**src/smcp_pkg.sv**
```systemverilog
// Function
// - Motion commands fall into a run group that holds a speed and a move group that covers a displacement.
// - Every write of one to the launch coil starts the set motion, even if never cleared, and a write of zero does nothing.
// - A halt or high-impedance command in the same cycle as a launch wins and the launch is dropped.
// - The 32-bit speed register in pulses per second is the target speed for run and the top speed for move.
// - With full-step switching off, speed is held between 8 and 120000 pulses per second.
// - With full-step switching on, the top limit is 120000 times two to the power of the microstep setting, with settings above 8 treated as 8.
// - The 32-bit floor rate register is the lowest speed for run, and for move only while automatic floor is off.
// - With automatic floor on, move commands use a fixed floor rate of 8 pulses per second.
// - The acceleration rate comes from a 16-bit register.
// - The deceleration rate comes from a 16-bit register.
// - The 32-bit position register reports position in microsteps.
// - Parameters and commands are readable and writable over the register port only in run mode.
package smcp_pkg;
    localparam logic [15:0] ADDR_TARGET_RATE = 16'h5000;
    localparam logic [15:0] ADDR_FLOOR_RATE = 16'h5002;
    localparam logic [15:0] ADDR_RAMP_UP = 16'h5004;
    localparam logic [15:0] ADDR_RAMP_DOWN = 16'h5005;
    localparam logic [15:0] ADDR_POSITION = 16'h5006;
    localparam logic [15:0] ADDR_LAUNCH_COIL = 16'h5100;
    localparam logic [31:0] RATE_MIN = 32'h0000_0008;
    localparam logic [31:0] RATE_MAX = 32'h0001_D4C0;
    localparam logic [3:0] USTEP_MAX_SHIFT = 4'h8;
    localparam logic [31:0] TARGET_RATE_RST = 32'h0000_0008;
    localparam logic [31:0] FLOOR_RATE_RST = 32'h0000_0008;
    localparam logic [15:0] RAMP_RST = 16'h0000;
    localparam logic [31:0] POSITION_RST = 32'h0000_0000;
    localparam logic [31:0] AUTO_FLOOR_RATE = 32'h0000_0008;
    typedef enum logic [1:0] {
        SMCP_GROUP_RUN = 2'b00,
        SMCP_GROUP_MOVE = 2'b01
    } smcp_group_e;
endpackage

```
**src/smcp_rate_clamp.sv**
```systemverilog
`timescale 1ns/1ps
`default_nettype none
module smcp_rate_clamp (
    input wire logic [31:0] rate_in,
    input wire logic fullstep_switch_enable,
    input wire logic [3:0] microstep_shift,
    output logic [31:0] rate_out
);
    logic [3:0] shift_lim;
    logic [31:0] upper;
    always_comb begin
        shift_lim = (microstep_shift > smcp_pkg::USTEP_MAX_SHIFT) ?
            smcp_pkg::USTEP_MAX_SHIFT : microstep_shift;
        if (fullstep_switch_enable) begin
            upper = smcp_pkg::RATE_MAX << shift_lim;
        end else begin
            upper = smcp_pkg::RATE_MAX;
        end
        if (rate_in < smcp_pkg::RATE_MIN) begin
            rate_out = smcp_pkg::RATE_MIN;
        end else if (rate_in > upper) begin
            rate_out = upper;
        end else begin
            rate_out = rate_in;
        end
    end
endmodule
`default_nettype wire

```
**src/smcp_front.sv**
```systemverilog
`timescale 1ns/1ps
`default_nettype none
module smcp_front (
    input wire logic clk,
    input wire logic sys_rst,
    input wire logic run_mode,
    input wire logic reg_wr,
    input wire logic reg_rd,
    input wire logic [15:0] reg_addr,
    input wire logic [31:0] reg_wdata,
    output logic [31:0] reg_rdata,
    output logic reg_ack,
    input wire logic move_group_sel,
    input wire logic fullstep_switch_enable,
    input wire logic auto_floor_rate_enable,
    input wire logic [3:0] microstep_shift,
    input wire logic halt_commands,
    input wire logic high_impedance_commands,
    input wire logic position_load,
    input wire logic [31:0] position_in,
    output logic start_pulse,
    output logic move_group,
    output logic [31:0] speed_limit,
    output logic [31:0] floor_limit,
    output logic [15:0] accel,
    output logic [15:0] decel,
    output logic [31:0] position
);
    logic [31:0] target_rate_reg;
    logic [31:0] floor_rate_reg;
    logic [15:0] ramp_up_rate_reg;
    logic [15:0] ramp_down_rate_reg;
    logic [31:0] current_position_reg;
    logic [31:0] clamped;
    logic [31:0] speed_limit_next;
    logic [31:0] floor_limit_next;
    logic wr_ok;
    logic rd_ok;
    logic launch_req;
    smcp_pkg::smcp_group_e group_reg;

    ////////////////////////////////////////////////////////////////////////
    assign wr_ok = reg_wr & run_mode;
    assign rd_ok = reg_rd & run_mode;
    // zero written to the coil is dropped, repeated ones each launch
    assign launch_req = wr_ok & (reg_addr == smcp_pkg::ADDR_LAUNCH_COIL)
        & reg_wdata[0];

    always_ff @(posedge clk or posedge sys_rst) begin
        if (sys_rst) begin
            target_rate_reg <= smcp_pkg::TARGET_RATE_RST;
            floor_rate_reg <= smcp_pkg::FLOOR_RATE_RST;
            ramp_up_rate_reg <= smcp_pkg::RAMP_RST;
            ramp_down_rate_reg <= smcp_pkg::RAMP_RST;
        end else if (wr_ok) begin
            case (reg_addr)
                smcp_pkg::ADDR_TARGET_RATE: begin
                    target_rate_reg <= reg_wdata;
                end
                smcp_pkg::ADDR_FLOOR_RATE: begin
                    floor_rate_reg <= reg_wdata;
                end
                smcp_pkg::ADDR_RAMP_UP: begin
                    ramp_up_rate_reg <= reg_wdata[15:0];
                end
                smcp_pkg::ADDR_RAMP_DOWN: begin
                    ramp_down_rate_reg <= reg_wdata[15:0];
                end
                default: begin
                end
            endcase
        end
    end

    // a write from the bus beats the generator's update in the same cycle
    always_ff @(posedge clk or posedge sys_rst) begin
        if (sys_rst) begin
            current_position_reg <= smcp_pkg::POSITION_RST;
        end else if (wr_ok && reg_addr == smcp_pkg::ADDR_POSITION) begin
            current_position_reg <= reg_wdata;
        end else if (position_load) begin
            current_position_reg <= position_in;
        end
    end

    ////////////////////////////////////////////////////////////////////////
    always_ff @(posedge clk or posedge sys_rst) begin
        if (sys_rst) begin
            reg_rdata <= 32'h0000_0000;
            reg_ack <= 1'b0;
        end else begin
            reg_ack <= wr_ok | rd_ok;
            if (rd_ok) begin
                case (reg_addr)
                    smcp_pkg::ADDR_TARGET_RATE: begin
                        reg_rdata <= target_rate_reg;
                    end
                    smcp_pkg::ADDR_FLOOR_RATE: begin
                        reg_rdata <= floor_rate_reg;
                    end
                    smcp_pkg::ADDR_RAMP_UP: begin
                        reg_rdata <= {16'h0000, ramp_up_rate_reg};
                    end
                    smcp_pkg::ADDR_RAMP_DOWN: begin
                        reg_rdata <= {16'h0000, ramp_down_rate_reg};
                    end
                    smcp_pkg::ADDR_POSITION: begin
                        reg_rdata <= current_position_reg;
                    end
                    default: begin
                        reg_rdata <= 32'h0000_0000;
                    end
                endcase
            end
        end
    end

    ////////////////////////////////////////////////////////////////////////
    smcp_rate_clamp u_clamp (
        .rate_in(target_rate_reg),
        .fullstep_switch_enable(fullstep_switch_enable),
        .microstep_shift(microstep_shift),
        .rate_out(clamped)
    );

    always_comb begin
        speed_limit_next = clamped;
        if (move_group_sel && auto_floor_rate_enable) begin
            floor_limit_next = smcp_pkg::AUTO_FLOOR_RATE;
        end else begin
            floor_limit_next = floor_rate_reg;
        end
    end

    // parameters are latched at launch so later writes can't disturb a motion
    always_ff @(posedge clk or posedge sys_rst) begin
        if (sys_rst) begin
            start_pulse <= 1'b0;
            group_reg <= smcp_pkg::SMCP_GROUP_RUN;
            speed_limit <= smcp_pkg::TARGET_RATE_RST;
            floor_limit <= smcp_pkg::FLOOR_RATE_RST;
            accel <= smcp_pkg::RAMP_RST;
            decel <= smcp_pkg::RAMP_RST;
        end else begin
            start_pulse <= launch_req & ~halt_commands
                & ~high_impedance_commands;
            if (launch_req && !halt_commands && !high_impedance_commands) begin
                group_reg <= move_group_sel ? smcp_pkg::SMCP_GROUP_MOVE :
                    smcp_pkg::SMCP_GROUP_RUN;
                speed_limit <= speed_limit_next;
                floor_limit <= floor_limit_next;
                accel <= ramp_up_rate_reg;
                decel <= ramp_down_rate_reg;
            end
        end
    end

    assign move_group = (group_reg == smcp_pkg::SMCP_GROUP_MOVE);
    assign position = current_position_reg;
endmodule
`default_nettype wire

```
**config.mk**
```make
export PLATFORM = sky130hd
export DESIGN_NAME = smcp_front
export DESIGN_NICKNAME = d
export VERILOG_FILES = /design/src/smcp_pkg.sv /design/src/smcp_rate_clamp.sv /design/src/smcp_front.sv
export SDC_FILE = /design/constraint.sdc
export NUM_CORES = 1
export LEC_CHECK = 0
export ABC_CLOCK_PERIOD_IN_PS = 25500
export BUFFER_PORTS_ARGS = -buffer_cell sky130_fd_sc_hd__buf_2
export CORE_MARGIN = 3
export CORE_UTILIZATION = 60
export DETAILED_ROUTE_END_ITERATION = 8
export PLACE_DENSITY = 0.95
export RECOVER_POWER = 25
export SYNTH_ARGS = -nofsm -noshare
export SYNTH_HDL_FRONTEND = slang
export SYNTH_HIERARCHICAL = 1
export SYNTH_SLANG_ARGS = --single-unit
export TNS_END_PERCENT = 1
```
**constraint.sdc**
```tcl
create_clock -name clk -period 25.5 [get_ports clk]
set_input_delay 3.825 -clock clk [delete_from_list [all_inputs] [get_ports clk]]
set_output_delay 3.825 -clock clk [all_outputs]
set_load 0.01 [all_outputs]
```
==> results of run 1 <==
[critical path, stage by stage]
cell and delay, ns:
sky130_fd_sc_hd__buf_2 0.21, sky130_fd_sc_hd__nor2b_1 0.26, sky130_fd_sc_hd__inv_1 0.13, sky130_fd_sc_hd__ha_1 0.24, sky130_fd_sc_hd__or3_1 0.40, sky130_fd_sc_hd__ha_1 0.30
sky130_fd_sc_hd__nand4_1 0.18, sky130_fd_sc_hd__nor4_4 0.31, sky130_fd_sc_hd__o41a_2 0.22, sky130_fd_sc_hd__a2bb2oi_2 0.48, sky130_fd_sc_hd__buf_4 0.38, sky130_fd_sc_hd__mux2_2 0.38
sky130_fd_sc_hd__mux2_2 0.26
[kinds of logic (layout without fill, tap and decap cells)]
logic type	count (synthesis)	count (layout)	synth area share (%)
fa+ha+maj	31	31	3.05
mux	295	295	25.4
flops	259	259	50.9
buf+inv	109	360	4.38
simple gates	220	220	8.88
compound gates	153	153	7.26
other cells	1	9	0.0295
[worst paths after layout]
kind,from,end,slack (ns),cells after the start
max,microstep_shift[3],speed_limit[25],18.30,13
min,reg_rdata[30],reg_rdata[30],0.48,2
max reg2reg,target_rate_reg[29],speed_limit[25],22.16,9
min reg2reg,reg_rdata[30],reg_rdata[30],0.48,2
max in group asynchronous,sys_rst,decel[9],18.46,3
min in group asynchronous,sys_rst,floor_limit[20],4.60,2
[metal layers]
metal	global-route usage (%)	wire length, µm	vias to the layer above
met5	0	20	-
met4	14.4	1660	2
met3	8.21	3590	129
met2	51.7	17700	596
met1	41.1	14400	4968
li1	-	-	4291
[placed cells by master, fill, tap and decap left out, types with 3 or more instances in the layout]
master	Yosys	routed
sky130_fd_sc_hd__nor2b_1	13	13
sky130_fd_sc_hd__dfstp_2	4	4
sky130_fd_sc_hd__clkbuf_1	44	75
sky130_fd_sc_hd__o21a_1	3	3
sky130_fd_sc_hd__nor4_1	9	6
sky130_fd_sc_hd__conb_1	1	6
sky130_fd_sc_hd__dfrtp_1	255	255
sky130_fd_sc_hd__clkinv_2	0	4
sky130_fd_sc_hd__or4_1	4	4
sky130_fd_sc_hd__nand2b_1	6	6
sky130_fd_sc_hd__mux2_2	195	195
sky130_fd_sc_hd__buf_4	1	16
sky130_fd_sc_hd__a21oi_1	74	74
sky130_fd_sc_hd__nand2_1	65	65
sky130_fd_sc_hd__nor2_1	47	47
sky130_fd_sc_hd__ha_1	31	31
sky130_fd_sc_hd__nand3_1	9	8
sky130_fd_sc_hd__buf_2	5	186
sky130_fd_sc_hd__inv_1	42	41
sky130_fd_sc_hd__clkbuf_16	0	26
sky130_fd_sc_hd__o21ai_0	25	25
sky130_fd_sc_hd__a22oi_1	32	32
sky130_fd_sc_hd__nor3_1	36	36
sky130_fd_sc_hd__clkbuf_8	0	8
sky130_fd_sc_hd__nor3b_1	4	4
sky130_fd_sc_hd__a211oi_1	4	4
sky130_fd_sc_hd__mux2_1	34	34
sky130_fd_sc_hd__nor4_2	1	4
sky130_fd_sc_hd__o31a_1	3	3
sky130_fd_sc_hd__nand4_1	6	6
sky130_fd_sc_hd__mux2i_1	66	66
sky130_fd_sc_hd__diode_2	0	3
[cell type report]
cell class              count  area (µm²)  share of cell area, %
inverters                  42         159                   1.07
clock inverters             7        96.3                  0.646
well taps                 270         338                   2.27
multi-input cells         705        5730                   38.4
flip-flops and latches    259        6490                   43.5
clock buffers              38         776                   5.20
repair buffers            273        1320                   8.84
diodes                      3        7.51                 0.0504
[per-stage QoR]
step                      cell area (µm²)  instances  utilization (%)
final                               14900       1597             72.5
after global routing                14900       1595             72.5
after CTS                           15000       1594             72.9
after detailed placement            14100       1549             68.7
after global placement              14100       1549             68.7
after floorplan                     12700       1073                -
[power by group through the flow]
stage,Sequential [mW],Combinational (mW),Clock [mW]
3_5_place_dp,0.434,0.0688,0
5_1_grt,0.427,0.0757,0.408
6_report,0.427,0.0700,0.390
4_1_cts,0.426,0.0698,0.393
2_1_floorplan,0.435,0.0342,0
3_3_place_gp,0.433,0.0666,0
==> results.md, run 1 <==
- Between clock sinks in the finished design, the worst skew comes to 0.0223 ns.
- The total congestion overflow is 0.
- Entering global routing, the biggest net connects 101 pins.
- After synthesis, the netlist uses 55 different library cells.
- The last weighted congestion value of the routability-driven placer is 0.954.
- The portion of synthesized cell area occupied by the leading cell type is 50.1%.
- The initial utilization of the core area, before any placement, comes to 61.9%.
- The initial antenna violation count is 4.
- The commonest cells after synthesis are 255 x sky130_fd_sc_hd__dfrtp_1, 195 x sky130_fd_sc_hd__mux2_2, 74 x sky130_fd_sc_hd__a21oi_1.
- TritonCTS built the clock tree.
- The data arrival time of the critical path is 7.61 ns.
- The average vias per placed instance is 6.25.
- The number of ports placed on the die boundary is 258.
- In this run, the combinational gates consume 7.9% of the power.
- After clock tree synthesis, the flow added hold-fix buffers numbering 0.
- The run finished, with violations left.
- The kind of start point of the critical path is an input pin.
- The buffer count from post-CTS setup fixing is 0.
- Of all flip-flops after synthesis, the portion carrying an async set or reset was 100%.
- The detailed router finished its first iteration with 868 violations.
- After routing, the total negative slack on setup checks comes to 0 ns.
- The part of the Yosys area used for sequential elements is 50.9%.
- The critical path start-end classification is in2reg.
- The cell area that synthesis handed to floorplanning was 12700 µm².
- The fraction of layout cells with a size suffix above 1 is 34.7%.
- The count of endpoints failing hold in the final timing report came to 0.
- The library cell used as clock root buffer is sky130_fd_sc_hd__clkbuf_16.
- In the routed design, unresolved DRC markers number 0.
- The class of the tightest hold or removal check is reg2reg.
- Setup slack on the critical path of the routed design comes to 18.30 ns.
- The sort of element at the end of the critical path is a flop.
- In this run the tightest slew margin relative to its limit is -191%.
- The final-layout worst hold slack is 0.485 ns.
- The static leakage is 7.41 nW.
- Data on the critical path is required at its endpoint by 25.90 ns.
- The core region is 20600 µm².
- The sequential fraction of design power is 48.1%.
- In this run the number of H-tree levels came out at 1.
- The achievable clock frequency is 139 MHz.
- The clock transition at the register clock pins on the worst setup and hold paths after CTS is 0.06 ns.
- Summed over all instances, the cell type with the most area after synthesis is sky130_fd_sc_hd__dfrtp_1.
- From left edge to right edge, the die measures 152 µm.
- The first global-routing pass estimated 57100 µm of wire.
- The TritonCTS buffer count is 26.
- The cell row count is 52.
- The clock group share of total power is 44.0%.
- The total detailed-routing wirelength is 37400 µm.
- Power spread over the standard cell area amounts to 59.5 nW/µm².
- Setup violations remaining at the end of the flow were counted as 0.
- The number of max-slew violations in the final report came to 101.
- The post-layout minimum cycle time is 7.20 ns.
- Detailed routing inserted a total of 9986 vias.
- Once detailed placement completed, the half-perimeter wirelength came to 25700 µm.
- The net count of the finished layout is 1433.
- In this run switching power makes up 23.8% of total power.
- Summed over all nets, the switching power comes to 211 µW.
- The number of filler cells placed in the layout is 1406.
- The total of cells resized after clock tree synthesis is 0.
- The worst-case clock buffer depth is 3.
- The number of nets with antenna violations after detailed routing is 0.
- The final routed wire length divided by cell count is 23.4 µm.
- The final critical-path share of the clock period is 28.3%.
- The final reports fail on capacitance limit, slew limit.
- The tool flagged a number of max-cap violations equal to 1.
- After synthesis, the mean cell area works out to 11.9 µm².
- The worst-case IR drop observed on VDD is 0.0451 mV.
- The layout overhead on the synthesized area is 17.1%.
- Yosys instantiated no cell more often than sky130_fd_sc_hd__dfrtp_1.
- The number of global-route vias before repair is 10200.
- The insertion delay to the later sink of the worst-skew pair is 0.54 ns.
- The first detailed-routing pass took 7 iterations.
- Setup repair after global routing left no endpoint under its margin.
- The number of enable-type register cells in the synthesized netlist is 0.
- The floorplan step defined a die boundary enclosing 23000 µm².
- The post-place setup slack is 17.83 ns.
- Across every metal layer, demand over resource in global routing totals 32.1%.
- In this run the tool buffered the top-level ports with 257 buffer cells.
- The total power is 887 µW.
- The floorplan step set the die height to 152 µm.
- The internal power consumption is 675 µW.
- For this design, the sink count on the clock tree is 259.
- In this run, synthesis produced a sequential element count of 259.
- Of all nets on the critical path, the largest fanout is 21.
- Sorting the synthesized cells by area gives the leading types as sky130_fd_sc_hd__dfrtp_1 50%, sky130_fd_sc_hd__mux2_2 17%, sky130_fd_sc_hd__mux2i_1 5.2%.
- After technology mapping, the gate count stands at 1068.
- The Yosys step of the flow raised 6 warnings.
- The most used flip-flop cell after synthesis is sky130_fd_sc_hd__dfrtp_1.
- The slew of the pin with the lowest slew margin is 4.34 ns.
Power figures use the tool's default switching activity.
==> run 2: changes to the inputs <==
Settings changed: ABC_CLOCK_PERIOD_IN_PS 25500 to 5800, CORE_UTILIZATION 60 to 50, PLACE_DENSITY 0.95 to 0.89.
Clock period 25.5 ns to 5.8 ns, I/O delays scaled along.
==> run 2 against run 1 <==
- first-iteration DRC count up 26%
- sequential share of layout area down 0.45 points
- register-to-register slack worse by 20 ns
- setup slack worse by 17 ns
- core utilization down 11 points
- critical path depth down 9
- the run still ends with capacitance limit, slew limit left
- cell area up 1.0%
==> results.md, run 2 (synthesized netlist as in run 1, its figures left out) <==
- The standard cell area after detailed placement is 14200 µm² (+0.59%).
- The cell area power density came to 257 nW/µm² (+330%).
- The kind of start point of the critical path is an input pin.
- The checks that failed: capacitance limit, slew limit.
- The maximum clock skew at final layout is 0.0137 ns (-0.00855 ns).
- The number of iterations in the first detailed-routing pass is 8 (+1).
- The capturing point of the worst reg2reg path is speed_limit[10].
- The die width is 166 µm (+9.2%).
- The core outline area is 24700 µm² (+20%).
- The sum of negative setup slack came to 0 ns (unchanged).
- The start point of the worst min-delay path is reg_rdata[31].
- The static leakage was 7.65 nW (+3.3%).
- The largest fanout on the critical path came to 134 (+540%).
- The total non-filler cell area in the finished layout was 15100 µm² (+1.0%).
- The number of ports placed on the die boundary is 258 (unchanged).
- The clock group share of total power was 43.7% (-0.3 points).
- The total power was 3.87 mW (+340%).
- The number of nets in the layout came to 1436 (+0.21%).
- The die area is 27400 µm² (+19%).
- The setup violation total in the final timing report is 0 (unchanged).
- The total of buffers placed on input and output ports is 257 (unchanged).
- The fraction of power spent switching nets is 24.1% (+0.24 points).
- The run finished, with violations left.
- The initial antenna violation count is 4 (unchanged).
- The switching power of the nets came to 931 µW (+340%).
- The total of hold buffers inserted after clock tree synthesis is 0 (unchanged).
- The data arrival time of the critical path came to 4.68 ns (-2.93 ns).
- The violation count after the first detailed-routing iteration is 1090 (+26%).
- The number of global-route vias before repair came to 9950 (-2.7%).
- The worst-case clock buffer depth is 3 (unchanged).
- The total detailed-routing wirelength is 36900 µm (-1.3%).
- The count of endpoints failing hold in the final timing report is 0 (unchanged).
- The final critical path takes up 73.1% of the cycle.
- The library cell used as clock root buffer is sky130_fd_sc_hd__clkbuf_16.
- The average vias per placed instance is 5.93 (-5.2%).
- The critical path start-end classification is in2async.
- The maximum ir drop on the vdd rail is 0.213 mV (+370%).
- The internal power consumption is 2.93 mW (+330%).
- The sequential fraction of design power is 48.5% (+0.4 points).
- For this run, the top clock speed supported by timing is 236 MHz.
- The hold-critical path depth is 2 (unchanged).
- The total of cells resized after clock tree synthesis is 0 (unchanged).
- The first-pass GRT wire length came to 56500 µm (-1.0%).
- Setup repair after global routing left no endpoint under its margin.
- The via count was 9810 (-1.8%).
- In the layout the commonest cells are 255 x sky130_fd_sc_hd__dfrtp_1, 254 x sky130_fd_sc_hd__buf_2, 195 x sky130_fd_sc_hd__mux2_2.
- The final routed wire length divided by cell count is 22.3 µm (-4.8%).
- The slew of the pin with the lowest slew margin came to 3.32 ns (-1.02 ns).
- The die span in y is 166 µm (+9.2%).
- The clock transition at the register clock pins on the worst setup and hold paths after CTS is 0.06 ns (about the same).
- The initial core utilization is 51.6% (-10 points).
- The number of remaining DRC errors is 0 (unchanged).
- The worst path needs 4.24 ns of the cycle, external delays included.
- The remaining max-slew budget at the tightest pin is -121% (+70 points).
- The endpoint of the worst hold path is reg_rdata[31].
- The worst reg2reg path startpoint is target_rate_reg[30].
- The most common cell after layout, fill and taps aside is sky130_fd_sc_hd__dfrtp_1.
- The critical path data required time was 6.24 ns (-19.66 ns).
- The final-layout worst hold slack was 0.475 ns (-0.00920 ns).
- The TritonCTS buffer count came to 28 (+7.7%).
- The insertion delay to the later sink of the worst-skew pair came to 0.54 ns (about the same).
- The sum of net half-perimeters after detailed placement is 25800 µm (+0.46%).
- In this run the worst hold path is classified as reg2reg.
- The buffer count from post-CTS setup fixing is 0 (unchanged).
- The last weighted congestion value of the routability-driven placer is 0.909 (-4.7%).
- The layout overhead on the synthesized area is 18.3%.
- The depth of the CTS H-tree is 1 (unchanged).
- The number of max-slew violations in the final report is 174 (+72%).
- The number of violations of the max-capacitance limit is 2 (+1).
- The fraction of layout cells with a size suffix above 1 was 39.8% (+5.1 points).
- The CTS tree is done.
- The number of nets with antenna violations after detailed routing is 0 (unchanged).
- The path depth of the worst reg2reg path is 9 (unchanged).
- The cell row count is 57 (+9.6%).
- The worst-case register-to-register setup slack is 2.58 ns (-19.58 ns).
- The global-route usage over all layers is 26.5% (-5.6 points).
- The number of clock sinks was 259 (unchanged).
- The sort of element at the end of the critical path is an asynchronous set/reset pin.
- The pin count of the biggest net entering global routing is 135 (+34%).
- The share of total power in combinational logic is 7.8% (about the same).
- The total congestion overflow is 0 (unchanged).
- The utilization after layout is 61.1% (-11 points).
==> run 2: cell count changes in the layout (fill, tap and decap cells not counted) <==
| cell | delta |
|---|---|
| sky130_fd_sc_hd__buf_2 | +68 |
| sky130_fd_sc_hd__buf_4 | -1 |
| sky130_fd_sc_hd__bufinv_16 | -2 |
| sky130_fd_sc_hd__clkbuf_1 | -64 |
| sky130_fd_sc_hd__clkbuf_16 | +2 |
| sky130_fd_sc_hd__clkbuf_2 | +2 |
| sky130_fd_sc_hd__clkbuf_8 | -1 |
| sky130_fd_sc_hd__clkinv_2 | -1 |
| sky130_fd_sc_hd__clkinvlp_2 | -1 |
| sky130_fd_sc_hd__clkinvlp_4 | +3 |
| sky130_fd_sc_hd__diode_2 | -1 |
==> run 2: worst max-delay path, stage by stage <==
cell                         delay [ns]
sky130_fd_sc_hd__clkbuf_1          0.10
sky130_fd_sc_hd__clkinvlp_4        0.06
sky130_fd_sc_hd__clkbuf_2          2.27
sky130_fd_sc_hd__clkbuf_2          1.27
==> run 2: how the worst max path moves through the flow <==
stage,start,endpoint
3_5_place_dp,microstep_shift[3],speed_limit[10]
2_1_floorplan,sys_rst,accel[0]
5_1_grt,sys_rst,ramp_down_rate_reg[3]
4_1_cts,microstep_shift[3],speed_limit[10]
6_report,sys_rst,speed_limit[28]
3_3_place_gp,microstep_shift[3],speed_limit[11]
==> run 2: stage by stage <==
step	setup WS, ns	cells
finish	1.56	1655
detailed placement	1.18	1604
floorplan	1.52	1073
global placement	1.30	1604
CTS	1.74	1653
global route	0.903	1654
==> run 2: layout make-up <==
class | instances | area [µm²]
Clock inverter | 6 | 46.3
Sequential cell | 259 | 6490
Inverter | 42 | 161
Fill cell | 1897 | 9610
Multi-Input combinational cell | 705 | 5730
Tap cell | 324 | 405
Antenna cell | 2 | 5.00
Clock buffer | 43 | 827
Timing Repair Buffer | 274 | 1410
==> run 2: power groups by stage <==
stage	combinational [mW]	clock, mW	sequential [mW]
after floorplan	0.150	0	1.91
after global placement	0.293	0	1.91
final	0.302	1.69	1.88
after global routing	0.332	1.81	1.88
after detailed placement	0.300	0	1.91
after CTS	0.303	1.72	1.87
==> run 2: metal layers <==
metal	GRT usage, %	share of wire (%)
met1	35.6	41
met5	0	0.033
met2	44.7	49
met4	6.62	2.1
met3	4.81	8.0
